[src/verilog/clk_route_pkg.sv]
// constants shared by both ends of the clock routing configuration link
// assumes: one 25 MHz clock, synchronous active-high reset at both ends
package clk_route_pkg;

  // ----------------------------------------------------------------------
  // link widths
  // ----------------------------------------------------------------------
  localparam int ADDR_W = 10;
  localparam int DATA_W = 8;

  // ----------------------------------------------------------------------
  // device register offsets
  // ----------------------------------------------------------------------
  localparam logic [9:0] PLL_FIRST_OFS = 10'h010;
  localparam logic [9:0] PLL_LAST_OFS = 10'h01E;
  localparam int PLL_CNT = 15;
  localparam logic [9:0] PWR_POL_OFS = 10'h010;
  localparam logic [9:0] VCO_CAL_OFS = 10'h018;
  localparam logic [9:0] REF_EN_OFS = 10'h01C;
  localparam logic [9:0] VCO_DIV_OFS = 10'h1E0;
  localparam logic [9:0] SRC_SEL_OFS = 10'h1E1;
  localparam logic [9:0] UPDATE_OFS = 10'h232;

  // ----------------------------------------------------------------------
  // field positions and values
  // ----------------------------------------------------------------------
  localparam int PWR_LSB = 0;
  localparam logic [1:0] PWR_NORMAL = 2'h0;
  localparam logic [1:0] PWR_DOWN = 2'h1;
  localparam int PFD_POL_BIT = 7;
  localparam int CAL_BIT = 0;
  localparam int REF_EN_LSB = 0;
  localparam int REF_EN_W = 3;
  localparam int BYPASS_BIT = 0;
  localparam int SRC_VCO_BIT = 1;
  localparam int UPDATE_BIT = 0;

  // ----------------------------------------------------------------------
  // reset values
  // ----------------------------------------------------------------------
  localparam logic [7:0] PWR_POL_RST = 8'h01;
  localparam logic [7:0] VCO_DIV_RST = 8'h02;
  localparam logic [7:0] SRC_SEL_RST = 8'h00;
  localparam logic [7:0] OTHER_RST = 8'h00;

  // ----------------------------------------------------------------------
  // vco divider ratios
  // ----------------------------------------------------------------------
  localparam logic [2:0] DIV_MIN = 3'h2;
  localparam logic [2:0] DIV_MAX = 3'h6;
  localparam logic [2:0] DIV_CODE_MAX = 3'h4;
  localparam logic [2:0] DIV_ONE = 3'h1;

  // ----------------------------------------------------------------------
  // host wishbone register map (byte addresses)
  // ----------------------------------------------------------------------
  localparam logic [3:0] H_ADDR_OFS = 4'h0;
  localparam logic [3:0] H_WDATA_OFS = 4'h4;
  localparam logic [3:0] H_CTRL_OFS = 4'h8;
  localparam logic [3:0] H_STAT_OFS = 4'hC;
  localparam int H_GO_BIT = 0;
  localparam int H_WE_BIT = 1;
  localparam int H_BUSY_BIT = 0;
  localparam int H_RDATA_LSB = 8;

  typedef enum logic [1:0] {
    H_IDLE,
    H_REQ,
    H_GAP
  } host_state_t;

endpackage

[src/verilog/clk_route_if.sv]
// register link between the host controller and the clock router
// assumes: both ends share clk_i; the request is held until acknowledged
interface clk_route_if;
  logic req;
  logic we;
  logic [9:0] addr;
  logic [7:0] wdata;
  logic ack;
  logic [7:0] rdata;

  modport dev (
    input req,
    input we,
    input addr,
    input wdata,
    output ack,
    output rdata
  );

  modport host (
    output req,
    output we,
    output addr,
    output wdata,
    input ack,
    input rdata
  );
endinterface

[src/verilog/clk_route_dev.sv]
// clock source routing configuration: staged and active register sets
// assumes: the host holds req with its fields until ack, then drops it
//
// What this block does
// RL1: reset: pll off, clock input via divider
// RL2: power field 01 powers down, 00 runs
// RL3: divider field gives 2..6, resets to 4
// RL4: divider in path never below two
// RL5: bypass bit skips the vco divider
// RL6: source bit: 1 internal vco, 0 clock
// RL7: written values apply only after update write
// RL8: polarity bit: 0 positive, 1 negative
// RL9: internal vco off when clock input selected
// RL10: external vco input feeds feedback prescaler
// RL11: calibration starts when applied bit becomes one
// RL12: host clears calibration bit before recalibrating
// RL13: host keeps divider in path above 1600MHz
// RL14: host programs pll range when enabling pll
// RL15: every reference input disabled at reset
// RL16: update bit clears itself after transfer
module clk_route_dev (
  input wire logic clk_i,
  input wire logic rst_i,
  clk_route_if.dev link,
  output logic pll_on_o,
  output logic pfd_pol_neg_o,
  output logic [clk_route_pkg::REF_EN_W-1:0] ref_en_o,
  output logic src_vco_o,
  output logic div_bypass_o,
  output logic [2:0] dist_div_o,
  output logic int_vco_on_o,
  output logic fb_from_clk_in_o,
  output logic cal_start_o,
  output logic [7:0] pll_cfg_o [0:clk_route_pkg::PLL_CNT-1]
);
  import clk_route_pkg::*;

  // ----------------------------------------------------------------------
  // storage
  // ----------------------------------------------------------------------
  // staged copies are what the host writes and reads back; active copies
  // are what the routing logic obeys
  logic [7:0] stg_pll_ff [0:PLL_CNT-1];
  logic [7:0] act_pll_ff [0:PLL_CNT-1];
  logic [7:0] stg_div_ff;
  logic [7:0] act_div_ff;
  logic [7:0] stg_src_ff;
  logic [7:0] act_src_ff;
  logic update_ff;
  logic ack_ff;
  logic [7:0] rdata_ff;
  logic cal_start_ff;

  logic take;
  logic wr;
  logic in_pll;
  logic [3:0] pll_idx;
  logic upd_set;
  logic [7:0] act_pwr;
  logic [7:0] act_cal;
  logic [1:0] act_pwr_fld;
  logic [2:0] nxt_ratio;

  // ----------------------------------------------------------------------
  // link decode
  // ----------------------------------------------------------------------
  // a request is taken once; ack_ff high masks the held request
  assign take = link.req && !ack_ff;
  assign wr = take && link.we;
  assign in_pll = (link.addr >= PLL_FIRST_OFS) &&
                  (link.addr <= PLL_LAST_OFS);
  assign pll_idx = 4'(link.addr - PLL_FIRST_OFS);
  assign upd_set = wr && (link.addr == UPDATE_OFS) &&
                   link.wdata[UPDATE_BIT];

  assign act_pwr = act_pll_ff[4'(PWR_POL_OFS - PLL_FIRST_OFS)];
  assign act_cal = act_pll_ff[4'(VCO_CAL_OFS - PLL_FIRST_OFS)];
  assign act_pwr_fld = act_pwr[PWR_LSB +: 2];

  always_ff @(posedge clk_i) begin
    if (rst_i) begin
      ack_ff <= 1'b0;
    end else begin
      ack_ff <= take;
    end
  end

  // ----------------------------------------------------------------------
  // staged registers
  // ----------------------------------------------------------------------
  always_ff @(posedge clk_i) begin
    if (rst_i) begin
      for (int i = 0; i < PLL_CNT; i++) begin
        stg_pll_ff[i] <= (i == 0) ? PWR_POL_RST : OTHER_RST; // RL1 RL15
      end
    end else if (wr && in_pll) begin
      stg_pll_ff[pll_idx] <= link.wdata;
    end
  end

  always_ff @(posedge clk_i) begin
    if (rst_i) begin
      stg_div_ff <= VCO_DIV_RST; // RL3
      stg_src_ff <= SRC_SEL_RST; // RL1
    end else if (wr) begin
      if (link.addr == VCO_DIV_OFS) begin
        stg_div_ff <= link.wdata;
      end
      if (link.addr == SRC_SEL_OFS) begin
        stg_src_ff <= link.wdata;
      end
    end
  end

  // ----------------------------------------------------------------------
  // update trigger and transfer
  // ----------------------------------------------------------------------
  // the transfer happens the cycle after the trigger is written; a new
  // trigger arriving in that same cycle wins over the self-clear
  always_ff @(posedge clk_i) begin
    if (rst_i) begin
      update_ff <= 1'b0;
    end else if (upd_set) begin
      update_ff <= 1'b1; // RL7
    end else if (update_ff) begin
      update_ff <= 1'b0; // RL16
    end
  end

  always_ff @(posedge clk_i) begin
    if (rst_i) begin
      for (int i = 0; i < PLL_CNT; i++) begin
        act_pll_ff[i] <= (i == 0) ? PWR_POL_RST : OTHER_RST; // RL1 RL15
      end
      act_div_ff <= VCO_DIV_RST; // RL3
      act_src_ff <= SRC_SEL_RST; // RL1
    end else if (update_ff) begin
      act_pll_ff <= stg_pll_ff; // RL7
      act_div_ff <= stg_div_ff; // RL7
      act_src_ff <= stg_src_ff; // RL7
    end
  end

  // ----------------------------------------------------------------------
  // calibration start
  // ----------------------------------------------------------------------
  // only a 0 to 1 change of the applied bit starts a run, which is why a
  // second run needs the bit cleared and applied first
  always_ff @(posedge clk_i) begin
    if (rst_i) begin
      cal_start_ff <= 1'b0;
    end else begin
      cal_start_ff <= update_ff && !act_cal[CAL_BIT] && // RL11 RL12
        stg_pll_ff[4'(VCO_CAL_OFS - PLL_FIRST_OFS)][CAL_BIT];
    end
  end

  // ----------------------------------------------------------------------
  // read back
  // ----------------------------------------------------------------------
  // unmapped offsets read as zero and are still acknowledged
  always_ff @(posedge clk_i) begin
    if (rst_i) begin
      rdata_ff <= 8'h00;
    end else if (take && !link.we) begin
      if (in_pll) begin
        rdata_ff <= stg_pll_ff[pll_idx];
      end else if (link.addr == VCO_DIV_OFS) begin
        rdata_ff <= stg_div_ff;
      end else if (link.addr == SRC_SEL_OFS) begin
        rdata_ff <= stg_src_ff;
      end else if (link.addr == UPDATE_OFS) begin
        rdata_ff <= {7'h00, update_ff}; // RL16
      end else begin
        rdata_ff <= 8'h00;
      end
    end
  end

  // ----------------------------------------------------------------------
  // routing decode
  // ----------------------------------------------------------------------
  // codes above divide-by-6 clamp to 6 so no code yields less than 2
  always_comb begin
    if (act_div_ff[2:0] > DIV_CODE_MAX) begin
      nxt_ratio = DIV_MAX;
    end else begin
      nxt_ratio = act_div_ff[2:0] + DIV_MIN; // RL3 RL4
    end
  end

  logic pll_on_ff;
  logic pfd_pol_ff;
  logic [REF_EN_W-1:0] ref_en_ff;
  logic src_vco_ff;
  logic bypass_ff;
  logic [2:0] div_ff;
  logic int_vco_ff;
  logic fb_clk_ff;

  always_ff @(posedge clk_i) begin
    if (rst_i) begin
      pll_on_ff <= 1'b0; // RL1
      pfd_pol_ff <= 1'b0;
      ref_en_ff <= '0; // RL15
      src_vco_ff <= 1'b0; // RL1
      bypass_ff <= 1'b0; // RL1
      div_ff <= DIV_MAX - DIV_MIN; // RL3
      int_vco_ff <= 1'b0;
      fb_clk_ff <= 1'b1;
    end else begin
      // only 00 runs the pll; 01 and the unused codes power it down
      pll_on_ff <= (act_pwr_fld == PWR_NORMAL); // RL2
      pfd_pol_ff <= act_pwr[PFD_POL_BIT]; // RL8
      ref_en_ff <= act_pll_ff[4'(REF_EN_OFS - PLL_FIRST_OFS)]
                   [REF_EN_LSB +: REF_EN_W];
      src_vco_ff <= act_src_ff[SRC_VCO_BIT]; // RL6
      bypass_ff <= act_src_ff[BYPASS_BIT]; // RL5
      div_ff <= act_src_ff[BYPASS_BIT] ? DIV_ONE : nxt_ratio; // RL4 RL5
      int_vco_ff <= (act_pwr_fld == PWR_NORMAL) &&
                    act_src_ff[SRC_VCO_BIT]; // RL9
      fb_from_clk_calc: begin
        fb_clk_ff <= !act_src_ff[SRC_VCO_BIT]; // RL10
      end
    end
  end

  // ----------------------------------------------------------------------
  // outputs
  // ----------------------------------------------------------------------
  assign link.ack = ack_ff;
  assign link.rdata = rdata_ff;
  assign pll_on_o = pll_on_ff;
  assign pfd_pol_neg_o = pfd_pol_ff;
  assign ref_en_o = ref_en_ff;
  assign src_vco_o = src_vco_ff;
  assign div_bypass_o = bypass_ff;
  assign dist_div_o = div_ff;
  assign int_vco_on_o = int_vco_ff;
  assign fb_from_clk_in_o = fb_clk_ff;
  assign cal_start_o = cal_start_ff;
  assign pll_cfg_o = act_pll_ff;

endmodule // clk_route_dev

[src/flat_wrapper.sv]
// flat-port wrapper written by rule: the top's interface ports become plain ports
module clk_route_dev_flat import clk_route_pkg::*;
  (clk_i, rst_i, pll_on_o, pfd_pol_neg_o, ref_en_o, src_vco_o, div_bypass_o, dist_div_o, int_vco_on_o, fb_from_clk_in_o, cal_start_o, pll_cfg_o, link_req, link_we, link_addr, link_wdata, link_ack, link_rdata);
  clk_route_if link_i ();
  input wire logic clk_i;
  input wire logic rst_i;
  output logic pll_on_o;
  output logic pfd_pol_neg_o;
  output logic [clk_route_pkg::REF_EN_W-1:0] ref_en_o;
  output logic src_vco_o;
  output logic div_bypass_o;
  output logic [2:0] dist_div_o;
  output logic int_vco_on_o;
  output logic fb_from_clk_in_o;
  output logic cal_start_o;
  output logic [7:0] pll_cfg_o[0:clk_route_pkg::PLL_CNT-1];
  input wire logic [$bits(link_i.req)-1:0] link_req;
  input wire logic [$bits(link_i.we)-1:0] link_we;
  input wire logic [$bits(link_i.addr)-1:0] link_addr;
  input wire logic [$bits(link_i.wdata)-1:0] link_wdata;
  output wire logic [$bits(link_i.ack)-1:0] link_ack;
  output wire logic [$bits(link_i.rdata)-1:0] link_rdata;
  assign link_i.req = link_req;
  assign link_i.we = link_we;
  assign link_i.addr = link_addr;
  assign link_i.wdata = link_wdata;
  assign link_ack = link_i.ack;
  assign link_rdata = link_i.rdata;
  clk_route_dev u_core (.clk_i(clk_i), .rst_i(rst_i), .link(link_i), .pll_on_o(pll_on_o), .pfd_pol_neg_o(pfd_pol_neg_o), .ref_en_o(ref_en_o), .src_vco_o(src_vco_o), .div_bypass_o(div_bypass_o), .dist_div_o(dist_div_o), .int_vco_on_o(int_vco_on_o), .fb_from_clk_in_o(fb_from_clk_in_o), .cal_start_o(cal_start_o), .pll_cfg_o(pll_cfg_o));
endmodule
[config.mk]
export PLATFORM = sky130hd
export DESIGN_NAME = clk_route_dev_flat
export DESIGN_NICKNAME = d
export VERILOG_FILES = /design/src/verilog/clk_route_pkg.sv /design/src/verilog/clk_route_if.sv /design/src/verilog/clk_route_dev.sv /design/src/flat_wrapper.sv
export SDC_FILE = /design/constraint.sdc
export NUM_CORES = 1
export LEC_CHECK = 0
export ABC_AREA = 1
export BUFFER_PORTS_ARGS = -buffer_cell sky130_fd_sc_hd__buf_4
export CAP_MARGIN = 20
export CORE_MARGIN = 4
export CORE_UTILIZATION = 40
export DETAILED_ROUTE_END_ITERATION = 8
export HOLD_SLACK_MARGIN = 0.15
export PLACE_DENSITY = 0.69
export SLEW_MARGIN = 15
export SYNTH_ARGS = -nofsm -noshare
export SYNTH_HDL_FRONTEND = slang
export SYNTH_SLANG_ARGS = --single-unit
[constraint.sdc]
create_clock -name clk_i -period 1.9 [get_ports clk_i]
set_clock_uncertainty 0.05 [all_clocks]
set_input_delay 0.095 -clock clk_i [delete_from_list [all_inputs] [get_ports clk_i]]
set_output_delay 0.095 -clock clk_i [all_outputs]
set_load 0.03 [all_outputs]
* Yosys cells after proc, flatten, opt, wreduce, memory -nomap -nowiden
Cells that the tools add are included.
** Cells by class
- Add/sub/neg operators :: 2
- $lt $le $gt $ge :: 5
- Equality and inequality tests :: 3
- Multiplexer cells :: 13
- Bitwise operators :: 1
- Reductions and logical operators :: 19
** Operators by type and width (count)
- $bwmux 120 :: 1
- $mux 8 :: 6
- $bmux 8 s4 :: 1
- $demux 8 s4 :: 1
- $eq 10x9->1 const B :: 2
- $logic_and 1x1->1 :: 11
- $eq 10x10->1 const B :: 1
- $ge 10x5->1 const B :: 1
- $le 10x5->1 const B :: 1
- $mux 3 :: 2
- $ge 5x5->1 const B :: 1
- $lt 5x1->1 const B :: 1
- $not 4->5 :: 1
- $logic_not 1->1 :: 4
- $reduce_and 2->1 :: 2
- $sub 4x1->4 const B :: 1
- $add 3x2->3 const B :: 1
- $gt 3x3->1 const B :: 1
- $logic_not 2->1 :: 1
- $mux 1 :: 2
- $reduce_or 2->1 :: 1
** Storage, ports and cells
- Flip-flop bits (word level) :: 284
- Bits of input ports :: 22
- Output and inout bits :: 142
- Word-level logic and storage cells :: 90

* Logic depth before layout (Yosys ltp)
- Depth after elaboration :: 7
- Mapped depth :: 12
- Gate-level depth less buffers :: 11

* Worst setup path after synthesis
OpenSTA, ideal clock, no wires.
- Path kind :: register to register
- From :: reg u_core.ack_ff, in the netlist u_core.link.ack
- To :: reg u_core.stg_pll_ff[29] (netlist name)
- Setup time :: 0.119 ns
- Arrival time :: 1.548 ns
- Required time :: 1.731 ns
- Path slack :: 0.183 ns
- Stages on the path, launching flop included :: 10
- Path buffers :: 1
- Period minus slack after synthesis :: 1.717 ns
- Path through :: dfxtp_1 inv_1 nand2_1 nor2_1 nand2_4 nor2_2 nand2_1 buf_2 o21ai_1 a21oi_1
** Between the ends
- Word-level cells in the longest chain between the ends :: 4
** RTL lines
- from (decl) :: RTL line clk_route_dev.sv:50 : logic ack_ff;
- from (signal assigned) :: RTL line clk_route_dev.sv:84 : ack_ff <= take;
- $logic_not 1->1 :: RTL line clk_route_dev.sv:68 : assign take = link.req && !ack_ff;
- $logic_and 1x1->1 :: RTL line clk_route_dev.sv:68
- $logic_and 1x1->1 :: RTL line clk_route_dev.sv:69 : assign wr = take && link.we;
- $logic_and 1x1->1 :: RTL line clk_route_dev.sv:96 : end else if (wr && in_pll) begin
- to (signal, indexed assignment) :: RTL line clk_route_dev.sv:94 : stg_pll_ff[i] <= (i == 0) ? PWR_POL_RST : OTHER_RST;
- to (signal, indexed assignment) :: RTL line clk_route_dev.sv:97 : stg_pll_ff[pll_idx] <= link.wdata;
- to (decl) :: RTL line clk_route_dev.sv:43 : logic [7:0] stg_pll_ff [0:PLL_CNT-1];
Every way passes these cells.
A chain may end at the register's enable or synchronous reset.

* Worst setup path after layout
- From :: in link_addr[7]
- To :: reg u_core.stg_pll_ff[58] (netlist name)
** Between the ends
- Word-level cells in the longest chain between the ends :: 3
- Elaborated cells on any way between the ends :: 4
- Classes of those cells :: order compare: 2; reduce/logical: 2
** RTL lines
- from (decl) :: RTL line flat_wrapper.sv:19 : input wire logic [$bits(link_i.addr)-1:0] link_addr;
- $ge 10x5->1 / $le 10x5->1 (equally long branches) :: RTL line clk_route_dev.sv:70, clk_route_dev.sv:71
- $logic_and 1x1->1 (*) :: RTL line clk_route_dev.sv:70 : assign in_pll = (link.addr >= PLL_FIRST_OFS) &&
- $logic_and 1x1->1 (*) :: RTL line clk_route_dev.sv:96
Mark *: on every way between the ends. The rest lies on a longest branch, timed or not.

==> impl_results.md <==
* Yosys top cell by area: dfxtp_1
* DR vias/cell at 5.17
* Maximum vdd drop at 562 uV
* Clk slew on worst S/H paths at about 0.06 ns
* Final Wtd Congestion at 0.926
* DR WL met2 at about 15000 microns
* Die Area at 29900 sq um
* TritonCTS Buffers at 29
* Pwr dens at 894 nW/um^2
* First-pass GRT wire length at 51500 microns
* Die Span Y at 173 microns
* CP max FO at 14
* Final WS setup at -0.0183 ns
* IO Pins at about 160
* Initial core utilization at 0.405
* Slew @ Worst Pin at 0.495 ns
* Final ANT Viol Nets at 0
* Syn Area/Cell at 7.62 sq um
* Post-synthesis cell count at around 1400
* Post-Syn Nets at 1451
* Min-delay worst type: primary input to flip-flop
* Placed instance area at around 13000 sq um
* Final setup violation count at 2
* Aggregate routed wire length at 32200 microns
* Port bufs at 163
* Crit path capture type: flip-flop
* WL met3 at 2220 microns
* Crit share post-route at 1.01
* Register bit total from synthesis at 284
* Crit path DAT at 2.35 ns
* Leakage Power at 5.63 nW
* Total number of vias at 10094
* Worst skew pair latency at 0.55 ns
* Sink Count at 284
* Residual DRC at 0
* Core area at ~27000 sq um
* Fmax achieved at 521 MHz
* Largest net degree at the start of global routing at between 90 and 100
* Die X at ~170 microns
* WHS at 0.211 ns
* Area of the mapped netlist at approximately 11000 sq um
* H-tree levels at 1
* Finished Cell Area at 13800 sq um
* RSZ-0062 raised after global routing: true
* Global route total overflow at 0
* Outcome: finished, violations left
* Crit path required time at 2.33 ns
* Highest routed layer: met4
* Critical Path Source Type: primary input
* Initial DRC Count at just under 800
* Initial antenna violation count at 0
* CTS tree: done
* Min Clock Period, post-route at 1.92 ns
* Yosys warning count at 0
* Pwr Total at 12.3 mW
* Nets at 1613
* Final hold vios at 0
* N_diodes at 0
* Post-DR wirelength/cell at 16.5 microns
* Kind of critical path: primary input to flip-flop
* Number of max-cap violations at 0
* Area Growth Syn to Fin at 26.8%
* GRT Total Usage at 0.207
* Sum of negative setup slack at -0.0214 ns
* DP HPWL at 22800 microns
* Yosys cell types at 27
* Area share of the largest cell type after synthesis at 0.522
* Share of layout cells above drive strength 1 at 0.175
* CTS max path bufs at 3
* Post-Route M1 WL at about 14000 microns
* Root Buffer: clkbuf_16
* Utilization after layout at 0.514
* Vias in the first global route at ~9700
* Ranking of synthesized cells by area: dfxtp_1, a21oi_1, o21ai_0, nand2_1, inv_1
* Slew HR at 0.670
* Max-slew violations at 0
* Rows at 60
* Drt first pass iters at 5
* Failing checks: negative setup slack
* Register area share after synthesis at 0.522
## synthesized netlist by cell type (all sizes together)
master	count
nor2	74
nor4	1
clkinv	1
o21ai	278
a21oi	272
nand2	203
buf	29
dfxtp	284
inv	161
o211ai	4
a31oi	5
nor3	4
nand3	32
clkbuf	66
a211oi	5
nand4	5
o22ai	4
a22oi	1
## final timing paths
check	slack, ns	cells past startpoint	endpoint	start
min	0.21	7	u_core.link.rdata[6]$_SDFFE_PP0P_	link_addr[9]
min reg2reg	0.39	2	u_core.ref_en_o[2]$_SDFF_PP0_	u_core.pll_cfg_o[18]$_SDFFE_PP0P_
max	-0.02	10	u_core.stg_pll_ff[58]$_SDFFE_PP0P_	link_addr[7]
max reg2reg	0.11	9	u_core.stg_pll_ff[58]$_SDFFE_PP0P_	u_core.link.ack$_SDFF_PP0_
## metal layers
layer  track usage  up-vias
met3        0.0402       56
met1         0.280     4639
met4        0.0595        0
met5             0        -
met2         0.338      315
li1              -     5084
## cells in the final DEF, fill, tap and decap left out, types with 4 or more instances in the layout
master | Yosys | final
a211oi_1 | 5 | 5
a21oi_1 | 271 | 271
a31oi_1 | 5 | 5
buf_12 | 0 | 8
buf_4 | 0 | 200
clkbuf_1 | 66 | 4
clkbuf_16 | 0 | 29
clkbuf_8 | 0 | 8
clkinv_2 | 0 | 4
dfxtp_1 | 284 | 283
dlygate4sd3_1 | 0 | 18
inv_1 | 156 | 156
inv_2 | 4 | 4
nand2_1 | 199 | 195
nand2_2 | 3 | 7
nand3_1 | 28 | 28
nand4_1 | 5 | 5
nor2_1 | 68 | 68
nor2_2 | 6 | 6
nor3_1 | 4 | 4
o211ai_1 | 4 | 4
o21ai_0 | 257 | 256
o21ai_1 | 21 | 22
o22ai_1 | 4 | 4
## flip-flops by register name (all words and copies together), names as in the netlist, 2 cells and up
name and cells:
u_core.pll_cfg_o 104, u_core.ref_en_o 3, u_core.link.rdata 8, u_core.stg_pll_ff 120
u_core.stg_div_ff 8, u_core.act_pwr 8, u_core.act_cal 8, u_core.dist_div_o 3
u_core.act_div_ff 3, u_core.act_src_ff 2, u_core.stg_src_ff 8
## critical path, cell delays in order
cell and delay (ns):
dlygate4sd3_1 0.54, buf_4 0.14, nor2_1 0.13, nand3_1 0.22, a21oi_4 0.21, nand2_4 0.10, nor2_2 0.23, nand2_1 0.30
buf_4 0.24, a21oi_1 0.14
## repair_timing
action	CTS	global route
hold endpoints to repair	174	0
endpoints found under the setup margin	0	61
hold buffers	18	0
gates resized for setup	0	8
buffers inserted	0	0
## kinds of logic (layout without fill, tap and decap cells)
| group | count (synthesis) | in the layout | synth area share |
|---|---|---|---|
| AO/OA/AOI/OAI | 569 | 569 | 0.266 |
| buffers and inverters | 257 | 441 | 0.0917 |
| flip-flops | 284 | 284 | 0.522 |
| AND/OR/NAND/NOR | 319 | 319 | 0.120 |
## through the flow
stage	setup slack (ns)	std cells
after CTS	0.0674	1954
after global routing	-0.164	1954
final	-0.0183	1954
after detailed placement	0.000442	1883
after global placement	0.0292	1883
after floorplan	0.183	1429
## cell type report
cell class / count / area, sq um
clock buffers: 41 / 851
clock inverters: 12 / 150
fillers: 2567 / 13100
inverters: 162 / 613
multi-input cells: 888 / 4240
flip-flops and latches: 284 / 5690
well taps: 341 / 427
repair buffers: 226 / 1840
## where the power goes
| part | internal (mW) | switching, mW |
|---|---|---|
| Sequential | 5.96 | 0.00340 |
| Clock | 3.52 | 2.36 |
| Combinational | 0.159 | 0.339 |
| Total | 9.64 | 2.70 |
(Power assumes the default switching activity.)
